File: config.mk
export PLATFORM = sky130hd
export DESIGN_NAME = wtvs_top
export DESIGN_NICKNAME = d
export VERILOG_FILES = /design/src/rtl/wtvs_pkg.sv /design/src/rtl/wtvs_chmem.sv /design/src/rtl/wtvs_top.sv
export SDC_FILE = /design/constraint.sdc
export NUM_CORES = 2
export LEC_CHECK = 0
export BUFFER_PORTS_ARGS = -buffer_cell sky130_fd_sc_hd__buf_2
export CORE_MARGIN = 1.5
export CORE_UTILIZATION = 55
export CTS_CLUSTER_SIZE = 14
export DETAILED_ROUTE_END_ITERATION = 12
export PLACE_DENSITY = 0.87
export SLEW_MARGIN = 15
export SYNTH_ARGS = -nofsm -noshare
export SYNTH_HDL_FRONTEND = slang
export SYNTH_SLANG_ARGS = --single-unit
export TNS_END_PERCENT = 30
File: constraint.sdc
create_clock -name I_CLOCK -period 7.35 [get_ports I_CLOCK]
set_input_delay 1.47 -clock I_CLOCK [delete_from_list [all_inputs] [get_ports I_CLOCK]]
set_output_delay 1.47 -clock I_CLOCK [all_outputs]
set_load 0.02 [all_outputs]
File: src/rtl/wtvs_pkg.sv
// Constants and encodings for the waveform trigger and vertical scale block
package wtvs_pkg;
    localparam int CLK_HZ = 50_000_000;
    localparam int TIMEOUT_MS = 100;
    localparam int TIMEOUT_CYC = CLK_HZ / 1000 * TIMEOUT_MS;
    localparam int EXT_PW_US = 1;
    localparam int EXT_PW_CYC = (CLK_HZ / 1_000_000) * EXT_PW_US;
    localparam int NCH = 8;
    localparam int SW = 18;
    localparam int PW = 18;
    localparam int LW = 11;
    localparam int ZW = 5;
    localparam int CHW = ZW + PW;
    localparam int TW = 23;
    // Sample code that equals one measurement range, after scaling
    localparam int RANGE_CODE = 8192;

    localparam logic [7:0] ADDR_CTRL = 8'h00;
    localparam logic [7:0] ADDR_LEVEL = 8'h04;
    localparam logic [7:0] ADDR_STATUS = 8'h08;
    localparam logic [2:0] ADDR_CH_TAG = 3'h2;
    localparam int CTRL_MODE_B = 0;
    localparam int CTRL_SLOPE_B = 1;
    localparam int CTRL_SRC_B = 3;
    localparam int CTRL_CF6_B = 7;
    localparam int CH_ZOOM_B = 0;
    localparam int CH_POS_B = 8;

    localparam logic [1:0] SLOPE_RISE = 2'h0;
    localparam logic [1:0] SLOPE_FALL = 2'h1;
    localparam logic [1:0] SLOPE_BOTH = 2'h2;
    localparam logic [3:0] SRC_EXT = 4'h8;

    localparam logic RST_MODE_NORM = 1'b0;
    localparam logic [1:0] RST_SLOPE = SLOPE_RISE;
    localparam logic [3:0] RST_SRC = 4'h0;
    localparam logic RST_CF6 = 1'b0;
    localparam logic signed [LW-1:0] RST_LEVEL = 11'sh000;
    localparam logic [ZW-1:0] RST_ZOOM = 5'h07;
    localparam logic signed [PW-1:0] RST_POS = 18'sh00000;

    localparam logic signed [15:0] LEVEL_MAX = 16'sd1000;
    localparam logic signed [PW-1:0] POS_MAX = 18'sd130000;
    // Level in 0.1 % steps to sample code, Q10 multiplier
    localparam logic [15:0] LVL_K3 = 16'(3 * RANGE_CODE * 1024 / 1000);
    localparam logic [15:0] LVL_K6 = 16'(6 * RANGE_CODE * 1024 / 1000);
    // Position in 0.001 % steps to sample code, Q16 multiplier
    localparam logic [15:0] POS_K3 = 16'(64'd3 * RANGE_CODE * 65536 / 100000);
    localparam logic [15:0] POS_K6 = 16'(64'd6 * RANGE_CODE * 65536 / 100000);
    localparam logic signed [SW-1:0] HYST3 = SW'(3 * RANGE_CODE * 2 / 100);
    localparam logic signed [SW-1:0] HYST6 = SW'(6 * RANGE_CODE * 4 / 100);

    // Zoom factors in Q8.8, index 7 is unity
    localparam logic [15:0] ZOOM_Q [32] = '{
        16'h001a, 16'h0033, 16'h0040, 16'h0066, 16'h0080, 16'h00c0, 16'h00cd, 16'h0100,
        16'h0124, 16'h0140, 16'h0154, 16'h0169, 16'h0180, 16'h019a, 16'h01c5, 16'h0200,
        16'h0248, 16'h02a9, 16'h02d4, 16'h0333, 16'h038a, 16'h0400, 16'h0500, 16'h0800,
        16'h0a00, 16'h0c80, 16'h1000, 16'h1400, 16'h1900, 16'h2800, 16'h3200, 16'h6400};

    typedef enum logic [1:0] {ST_IDLE, ST_WAIT} wtvs_state_t;
endpackage : wtvs_pkg

File: src/rtl/wtvs_chmem.sv
// Per-channel zoom and position store with registered read ports
`timescale 1ns/1ns
module wtvs_chmem (
    input wire logic i_clock,
    input wire logic i_srst,
    input wire logic i_we,
    input wire logic [2:0] i_waddr,
    input wire logic [wtvs_pkg::CHW-1:0] i_wdata,
    input wire logic i_rd_a,
    input wire logic i_sel_a,
    input wire logic [2:0] i_raddr_a,
    input wire logic [31:0] i_bypass_a,
    output logic [31:0] o_rdata_a,
    input wire logic [2:0] i_raddr_b,
    output logic [wtvs_pkg::CHW-1:0] o_rdata_b
);
    import wtvs_pkg::*;

    typedef struct packed {
        logic [NCH-1:0][CHW-1:0] mem;
        logic [31:0] rda;
        logic [CHW-1:0] rdb;
    } wtvs_mem_t;

    wtvs_mem_t s_r;
    wtvs_mem_t s_nxt;
    logic [CHW-1:0] ent_a;

    always_comb begin
        s_nxt = s_r;
        ent_a = s_r.mem[i_raddr_a];
        if (i_we) begin
            s_nxt.mem[i_waddr] = i_wdata;
        end
        // Bus port answers only in the cycle after a read
        s_nxt.rda = 32'h0;
        if (i_rd_a && i_sel_a) begin
            s_nxt.rda = {6'h00, ent_a[PW-1:0], 3'h0, ent_a[CHW-1:PW]};
        end else if (i_rd_a) begin
            s_nxt.rda = i_bypass_a;
        end
        s_nxt.rdb = s_r.mem[i_raddr_b];
    end

    always_ff @(posedge i_clock) begin
        if (i_srst) begin
            s_r <= '0;
            for (int k = 0; k < NCH; k++) begin
                s_r.mem[k] <= {RST_ZOOM, RST_POS};
            end
        end else begin
            s_r <= s_nxt;
        end
    end

    assign o_rdata_a = s_r.rda;
    assign o_rdata_b = s_r.rdb;
endmodule : wtvs_chmem

File: src/rtl/wtvs_top.sv
// Trigger detection, display update control and vertical scaling for the waveform view
// How it works
// - Auto mode: trigger before timeout aligns update
// - Auto mode: timeout forces an unaligned update
// - Normal mode: update only on a trigger, except on interval ticks while integration runs
// - Source from installed channels or external input
// - External source ignores the trigger level
// - External edge seen within one microsecond
// - Rising slope: crossing upward through level
// - Falling slope: crossing downward through level
// - Both slopes: crossing in either direction
// - Level is signed, at most 100 percent
// - Full scale is three or six ranges
// - Crest factor three uses two percent hysteresis
// - Crest factor six uses four percent hysteresis
// - Integration running: no trigger, free updates
// - Per-channel zoom from thirty-two fixed factors
// - Per-channel position, at most 130 percent
// - Unity zoom: half span is full scale
// - Other zooms keep position on full scale
`timescale 1ns/1ns
module wtvs_top #(
    parameter int TIMEOUT_CYCLES = wtvs_pkg::TIMEOUT_CYC
) (
    input wire logic I_CLOCK,
    input wire logic I_SRST,
    input wire logic [7:0] I_ADDR,
    input wire logic [31:0] I_WDATA,
    input wire logic I_WR,
    input wire logic I_RD,
    output logic [31:0] O_RDATA,
    input wire logic [3:0] I_ELEM_PRESENT,
    input wire logic I_INTEG_ACTIVE,
    input wire logic I_INTERVAL_TICK,
    input wire logic I_SAMPLE_VALID,
    input wire logic [wtvs_pkg::NCH*wtvs_pkg::SW-1:0] I_SAMPLE_DATA,
    input wire logic I_EXT_CLK,
    input wire logic [2:0] I_VIEW_CH,
    output logic O_TRIG,
    output logic O_UPDATE,
    output logic O_ALIGNED,
    output logic [15:0] O_VZOOM,
    output logic signed [wtvs_pkg::SW-1:0] O_VOFFSET
);
    import wtvs_pkg::*;

    localparam logic [TW-1:0] TO_LAST = TW'(TIMEOUT_CYCLES - 1);
    // Half an output step, so the offset rounds to the nearest code instead of down
    localparam logic signed [PW+16:0] POS_RND = (PW+17)'(16'h8000);

    typedef struct packed {
        logic mode_norm;
        logic [1:0] slope;
        logic [3:0] src;
        logic cf6;
        logic signed [LW-1:0] level;
        wtvs_state_t st;
        logic [TW-1:0] timer;
        logic arm_r;
        logic arm_f;
        logic ext_q;
        logic trig;
        logic upd;
        logic aligned;
        logic last_al;
        logic [15:0] vzoom;
        logic signed [SW-1:0] voff;
    } wtvs_main_t;

    wtvs_main_t s_r;
    wtvs_main_t s_nxt;

    logic signed [SW-1:0] samp [NCH];
    logic signed [SW-1:0] x;
    logic signed [SW-1:0] lvl_cnt;
    logic signed [SW-1:0] hyst;
    logic signed [LW+16:0] lvl_prod;
    logic signed [PW+16:0] pos_prod;
    logic hit_r;
    logic hit_f;
    logic det;
    logic ch_hit;
    logic [CHW-1:0] mem_b;
    logic [31:0] bypass;
    logic [CHW-1:0] mem_wdata;

    for (genvar g = 0; g < NCH; g++) begin : g_unpack
        assign samp[g] = I_SAMPLE_DATA[g*SW +: SW];
    end

    function automatic logic src_ok(input logic [3:0] v, input logic [3:0] present);
        if (v == SRC_EXT) begin
            return 1'b1;
        end
        return !v[3] && present[v[2:1]];
    endfunction : src_ok

    function automatic logic signed [LW-1:0] clamp_lvl(input logic signed [15:0] v);
        if (v > LEVEL_MAX) begin
            return LW'(LEVEL_MAX);
        end
        if (v < -LEVEL_MAX) begin
            return LW'(-LEVEL_MAX);
        end
        return LW'(v);
    endfunction : clamp_lvl

    function automatic logic signed [PW-1:0] clamp_pos(input logic signed [PW-1:0] v);
        if (v > POS_MAX) begin
            return POS_MAX;
        end
        if (v < -POS_MAX) begin
            return -POS_MAX;
        end
        return v;
    endfunction : clamp_pos

    assign ch_hit = (I_ADDR[7:5] == ADDR_CH_TAG) && (I_ADDR[1:0] == 2'h0);
    assign mem_wdata = {I_WDATA[CH_ZOOM_B +: ZW], clamp_pos(I_WDATA[CH_POS_B +: PW])};

    always_comb begin
        bypass = 32'h0;
        case (I_ADDR)
            ADDR_CTRL: begin
                bypass[CTRL_MODE_B] = s_r.mode_norm;
                bypass[CTRL_SLOPE_B +: 2] = s_r.slope;
                bypass[CTRL_SRC_B +: 4] = s_r.src;
                bypass[CTRL_CF6_B] = s_r.cf6;
            end
            ADDR_LEVEL: begin
                bypass = 32'(s_r.level);
            end
            ADDR_STATUS: begin
                bypass[0] = (s_r.st == ST_WAIT);
                bypass[1] = s_r.last_al;
                bypass[2] = I_INTEG_ACTIVE;
                bypass[7:4] = I_ELEM_PRESENT;
            end
            default: begin
                bypass = 32'h0;
            end
        endcase
    end

    wtvs_chmem u_chmem (
        .i_clock(I_CLOCK),
        .i_srst(I_SRST),
        .i_we(I_WR && ch_hit),
        .i_waddr(I_ADDR[4:2]),
        .i_wdata(mem_wdata),
        .i_rd_a(I_RD),
        .i_sel_a(ch_hit),
        .i_raddr_a(I_ADDR[4:2]),
        .i_bypass_a(bypass),
        .o_rdata_a(O_RDATA),
        .i_raddr_b(I_VIEW_CH),
        .o_rdata_b(mem_b)
    );

    always_comb begin
        s_nxt = s_r;
        s_nxt.trig = 1'b0;
        s_nxt.upd = 1'b0;
        s_nxt.aligned = 1'b0;
        // Level to sample code at the active crest factor
        lvl_prod = s_r.level * $signed({1'b0, s_r.cf6 ? LVL_K6 : LVL_K3});
        lvl_cnt = SW'(lvl_prod >>> 10);
        hyst = s_r.cf6 ? HYST6 : HYST3;
        x = samp[s_r.src[2:0]];
        hit_r = 1'b0;
        hit_f = 1'b0;

        if (I_WR && I_ADDR == ADDR_CTRL) begin
            s_nxt.mode_norm = I_WDATA[CTRL_MODE_B];
            if (I_WDATA[CTRL_SLOPE_B +: 2] != 2'h3) begin
                s_nxt.slope = I_WDATA[CTRL_SLOPE_B +: 2];
            end
            if (src_ok(I_WDATA[CTRL_SRC_B +: 4], I_ELEM_PRESENT)) begin
                s_nxt.src = I_WDATA[CTRL_SRC_B +: 4];
            end
            s_nxt.cf6 = I_WDATA[CTRL_CF6_B];
            // Clears arming from the old source; a valid sample in the same cycle can still re-arm from it
            s_nxt.arm_r = 1'b0;
            s_nxt.arm_f = 1'b0;
        end
        if (I_WR && I_ADDR == ADDR_LEVEL) begin
            s_nxt.level = clamp_lvl(I_WDATA[15:0]);
        end

        s_nxt.ext_q = I_EXT_CLK;
        if (s_r.src == SRC_EXT) begin
            // Level plays no part; a single-cycle edge check relies on clean TTL pulses
            hit_r = I_EXT_CLK && !s_r.ext_q;
            hit_f = !I_EXT_CLK && s_r.ext_q;
        end else if (I_SAMPLE_VALID) begin
            hit_r = s_r.arm_r && (x > lvl_cnt);
            hit_f = s_r.arm_f && (x < lvl_cnt);
            if (x < lvl_cnt - hyst) begin
                s_nxt.arm_r = 1'b1;
            end else if (hit_r) begin
                s_nxt.arm_r = 1'b0;
            end
            if (x > lvl_cnt + hyst) begin
                s_nxt.arm_f = 1'b1;
            end else if (hit_f) begin
                s_nxt.arm_f = 1'b0;
            end
        end

        case (s_r.slope)
            SLOPE_RISE: det = hit_r;
            SLOPE_FALL: det = hit_f;
            SLOPE_BOTH: det = hit_r || hit_f;
            default: det = 1'b0;
        endcase
        det = det && !I_INTEG_ACTIVE;
        s_nxt.trig = det;

        case (s_r.st)
            ST_IDLE: begin
                if (I_INTERVAL_TICK && I_INTEG_ACTIVE) begin
                    s_nxt.upd = 1'b1;
                    s_nxt.last_al = 1'b0;
                end else if (I_INTERVAL_TICK) begin
                    s_nxt.st = ST_WAIT;
                    s_nxt.timer = '0;
                end
            end
            ST_WAIT: begin
                if (I_INTEG_ACTIVE) begin
                    s_nxt.st = ST_IDLE;
                end else if (det) begin
                    s_nxt.upd = 1'b1;
                    s_nxt.aligned = 1'b1;
                    s_nxt.last_al = 1'b1;
                    s_nxt.st = ST_IDLE;
                end else if (!s_r.mode_norm && s_r.timer >= TO_LAST) begin
                    s_nxt.upd = 1'b1;
                    s_nxt.last_al = 1'b0;
                    s_nxt.st = ST_IDLE;
                end else if (s_r.timer != '1) begin
                    // Saturates in normal mode, which may wait for ever
                    s_nxt.timer = s_r.timer + 1'b1;
                end
            end
            default: begin
                s_nxt.st = ST_IDLE;
            end
        endcase

        // Offset stays tied to crest-factor full scale whatever the zoom
        s_nxt.vzoom = ZOOM_Q[mem_b[CHW-1:PW]];
        pos_prod = $signed(mem_b[PW-1:0]) * $signed({1'b0, s_r.cf6 ? POS_K6 : POS_K3});
        s_nxt.voff = SW'((pos_prod + POS_RND) >>> 16);
    end

    always_ff @(posedge I_CLOCK) begin
        if (I_SRST) begin
            s_r <= '0;
            s_r.mode_norm <= RST_MODE_NORM;
            s_r.slope <= RST_SLOPE;
            s_r.src <= RST_SRC;
            s_r.cf6 <= RST_CF6;
            s_r.level <= RST_LEVEL;
            s_r.st <= ST_IDLE;
        end else begin
            s_r <= s_nxt;
        end
    end

    assign O_TRIG = s_r.trig;
    assign O_UPDATE = s_r.upd;
    assign O_ALIGNED = s_r.aligned;
    assign O_VZOOM = s_r.vzoom;
    assign O_VOFFSET = s_r.voff;
endmodule : wtvs_top

==> impl_metrics.toml <==
[run_status]
status = "finished, violations left"
violations = "setup timing"

[timing]
fmax_mhz = 127
worst_slew_margin_rel_pct = 18.9
finalHoldViolCount = 0
fin_crit_ns = 7.87
fin_crit_sh_pct = 107
clock_skew_ns = 0.0260
rsz0062_at_grt = "yes"
tightest_slew_ns = 1.22
maxSlewViolCount = 0
setup_violations = 30
fin_ws_ns = -0.524
setup_tns_ns = -12.99
whs_ns = 0.470

[flow_run]
maxCapViolCount = 0

[worst_hold_path]
hold_start = "u_chmem.s_r[210]"
hold_end = "u_chmem.s_r[210]"
worst_hold_path.num_cells = 2
hp-class = "flop to flop"

[critical_path]
path_class = "flop to flop"
ff2ff_path_depth = 31
path_common_cell = "fa_1"
timing.rr.end = "s_r[58]"
r2r-start = "s_r[76]"
cp.arrival_ns = 8.32
cp.required_ns = 7.80
cp_slowest_cell = "a2111oi_4"
cp_max_fo = 8
r2r_slack_ns = -0.52
slowest_delay_ns = 0.59
worstSetupEndpointType = "flop"
start_kind = "flop"

[yosys]
synth_area_leaders = "dfxtp_1 21%, fa_1 18%, ha_1 12%, mux4_2 9.8%, inv_1 5.3%"
synth_xor_area_share_pct = 2.11
ys.flop_type = "dfxtp_1"
syn_inst = 3137
synthSimpleGateAreaFrac_pct = 13.4
synthMuxAreaShare_pct = 13.5
yosys_warnings = 0
yosysTopAreaCell = "dfxtp_1"
synth_enable_flop_cells = 0
async_flop_share_pct = 0
syn_area_per_cell_um2 = 9.42
synth-seq-cells = 317
synth.distinct_cells = 81
syn-cell-area_um2 = 29600
synth_top_family_by_area = "adder cells"
synth-compound-area-share_pct = 9.96
yosysSeqAreaShare_pct = 21.5
yosys.area_share.adder_pct = 30.3
yosysTopAreaCellShare_pct = 21.5

[detailed_routing]
route.detailed.drc = 0
wl_met1_mm = 33.4
detail-route-antenna-nets = 0
drt-total-wl_mm = 89.5
top_layer = "met5"
drt_iter0_drc = 2915
wire_per_inst_um = 21.7
via_per_inst = 6.16
vias = 25400
wl_met3_mm = 8.85
met2_wirelength_mm = 41.8
first_pass_iters = 5

[cells_and_area]
final_cell_mix = "408 x inv_1, 311 x dfxtp_1, 282 x nand2_1"
fin_util_pct = 64.6
syn_to_final_growth_pct = 15.5
stdcell_area_um2 = 34100
final_layout_size_suffix_gt1_share_pct = 23.7
final_cells = 4120
final_nets = 4157
final_common_cell = "inv_1"

[power]
p_leak_nw = 15.9
pwr-share-seq_pct = 40.2
fin_total_pwr_mw = 4.32
combPwrFrac_pct = 16.9
ir_drop_mv = 0.135
p_clk_share_pct = 42.9
p_int_mw = 3.12
swShare_pct = 27.7
cellPowerDensity_nw_per_um2 = 126
netSwitchingPower_mw = 1.19

[place]
place_area_um2 = 31900
dp.cells = 4016
dpl.hpwl_mm = 61.6
pre_cts_slack_ns = -0.338
gp_congestion = 0.958
port_buffers = 260

[clock_tree]
cts.sinks = 317
root_buffer = "clkbuf_16"
worstSkewPairLatency_ns = 0.56
cts_tree = "yes"
clkTransAtPathRegs_ns = 0.06
htree_levels = 2
cts_buffers = 36
cts_max_path_buffers = 3

[floorplan]
die_h_um = 235
core.rowCount = 84
die_area_um2 = 55100
initial_core_util_pct = 55.9
ios = 268
die_w_um = 235
core_um2 = 52900

[global_route]
grt_pass1_wl_mm = 135
grt_overflow = 0
grt_pass1_vias = 25500
antenna_found_initial = 13
grt_usage_pct = 30.5
grt_start_max_net_pins = 112
[cell type report]
| class | count | area, um2 |
|---|---|---|
| diodes | 7 | 17.5 |
| clock buffers | 48 | 996 |
| clock inverters | 15 | 205 |
| fillers | 3639 | 18700 |
| inverters | 417 | 1570 |
| multi-input cells | 2182 | 21300 |
| flip-flops and latches | 317 | 6360 |
| well taps | 688 | 861 |
| repair buffers | 446 | 2830 |
[how the worst max path moves through the flow]
stage | start | endpoint | depth (start not counted)
after global placement | s_r[71] | s_r[39] | 32
after detailed placement | s_r[77] | s_r[39] | 32
after CTS | s_r[77] | s_r[48] | 29
after global routing | s_r[76] | s_r[50] | 31
after floorplan | s_r[77] | s_r[39] | 37
final | s_r[76] | s_r[58] | 31
[synthesized netlist by cell type, types with 5 or more instances]
cell / number
o21ai_0: 52
or2_2: 24
a21oi_1: 169
and3_1: 27
o2111ai_1: 5
mux2_2: 16
o22ai_1: 6
clkbuf_1: 144
mux2i_1: 87
nand3_1: 38
nand2_1: 290
buf_1: 23
inv_1: 415
fa_1: 264
dfxtp_1: 317
mux4_2: 129
xor2_1: 21
a31o_2: 8
a21o_1: 26
nand2b_1: 20
nor2_1: 258
ha_1: 294
nand3b_1: 30
a211oi_1: 101
o211ai_1: 9
nand4_1: 19
nor2b_1: 41
buf_4: 68
o21bai_1: 6
nor3_1: 35
xnor2_1: 45
a31oi_1: 12
or3_1: 18
and2_1: 31
o21a_1: 14
[per-layer routing]
metal	GRT usage, %	vias up
met2	50.3	1610
met1	39.0	12300
met5	0	-
li1	-	11000
met4	14.4	2
met3	5.59	402
[state kept, by name, indices dropped and copies added, names as in the netlist]
register and count:
O_UPDATE 1, O_VOFFSET 18, s_r 47, O_TRIG 1, u_chmem.o_rdata_a 27, u_chmem.s_r 184
O_VZOOM 15, u_chmem.o_rdata_b 23, O_ALIGNED 1
[timing repair]
item,in CTS,in global routing
setup buffers,24,7
pin swaps,46,47
hold buffers,0,0
gates resized for setup,71,71
cloned,2,1
hold endpoints to repair,0,0
setup endpoints to repair,30,34
[logic make-up after synthesis]
kind of cell,Yosys count
compound gates,452
xor+xnor,68
fa+ha+maj,558
buf+inv,654
flops,317
mux,234
other cells,2
simple gates,852
[critical path, delay by kind of cell (launching register included)]
family	cells	cell delay (ns)
muxes	1	0.32
and+or+nand+nor	7	1.51
buffers and inverters	6	0.65
DFF	1	0.35
xor gates and xnor gates	1	0.11
adders and majority gates	7	2.99
AOI/OAI and AO/OA	9	1.83
[power by group through the flow]
stage,Clock (mW),Sequential [mW],Combinational (mW)
floorplan,0,1.77,0.407
global placement,0,1.77,0.617
detailed placement,0,1.77,0.632
CTS,1.86,1.73,0.670
global route,1.94,1.73,0.789
finish,1.85,1.73,0.732
(Power assumes the default switching activity.)
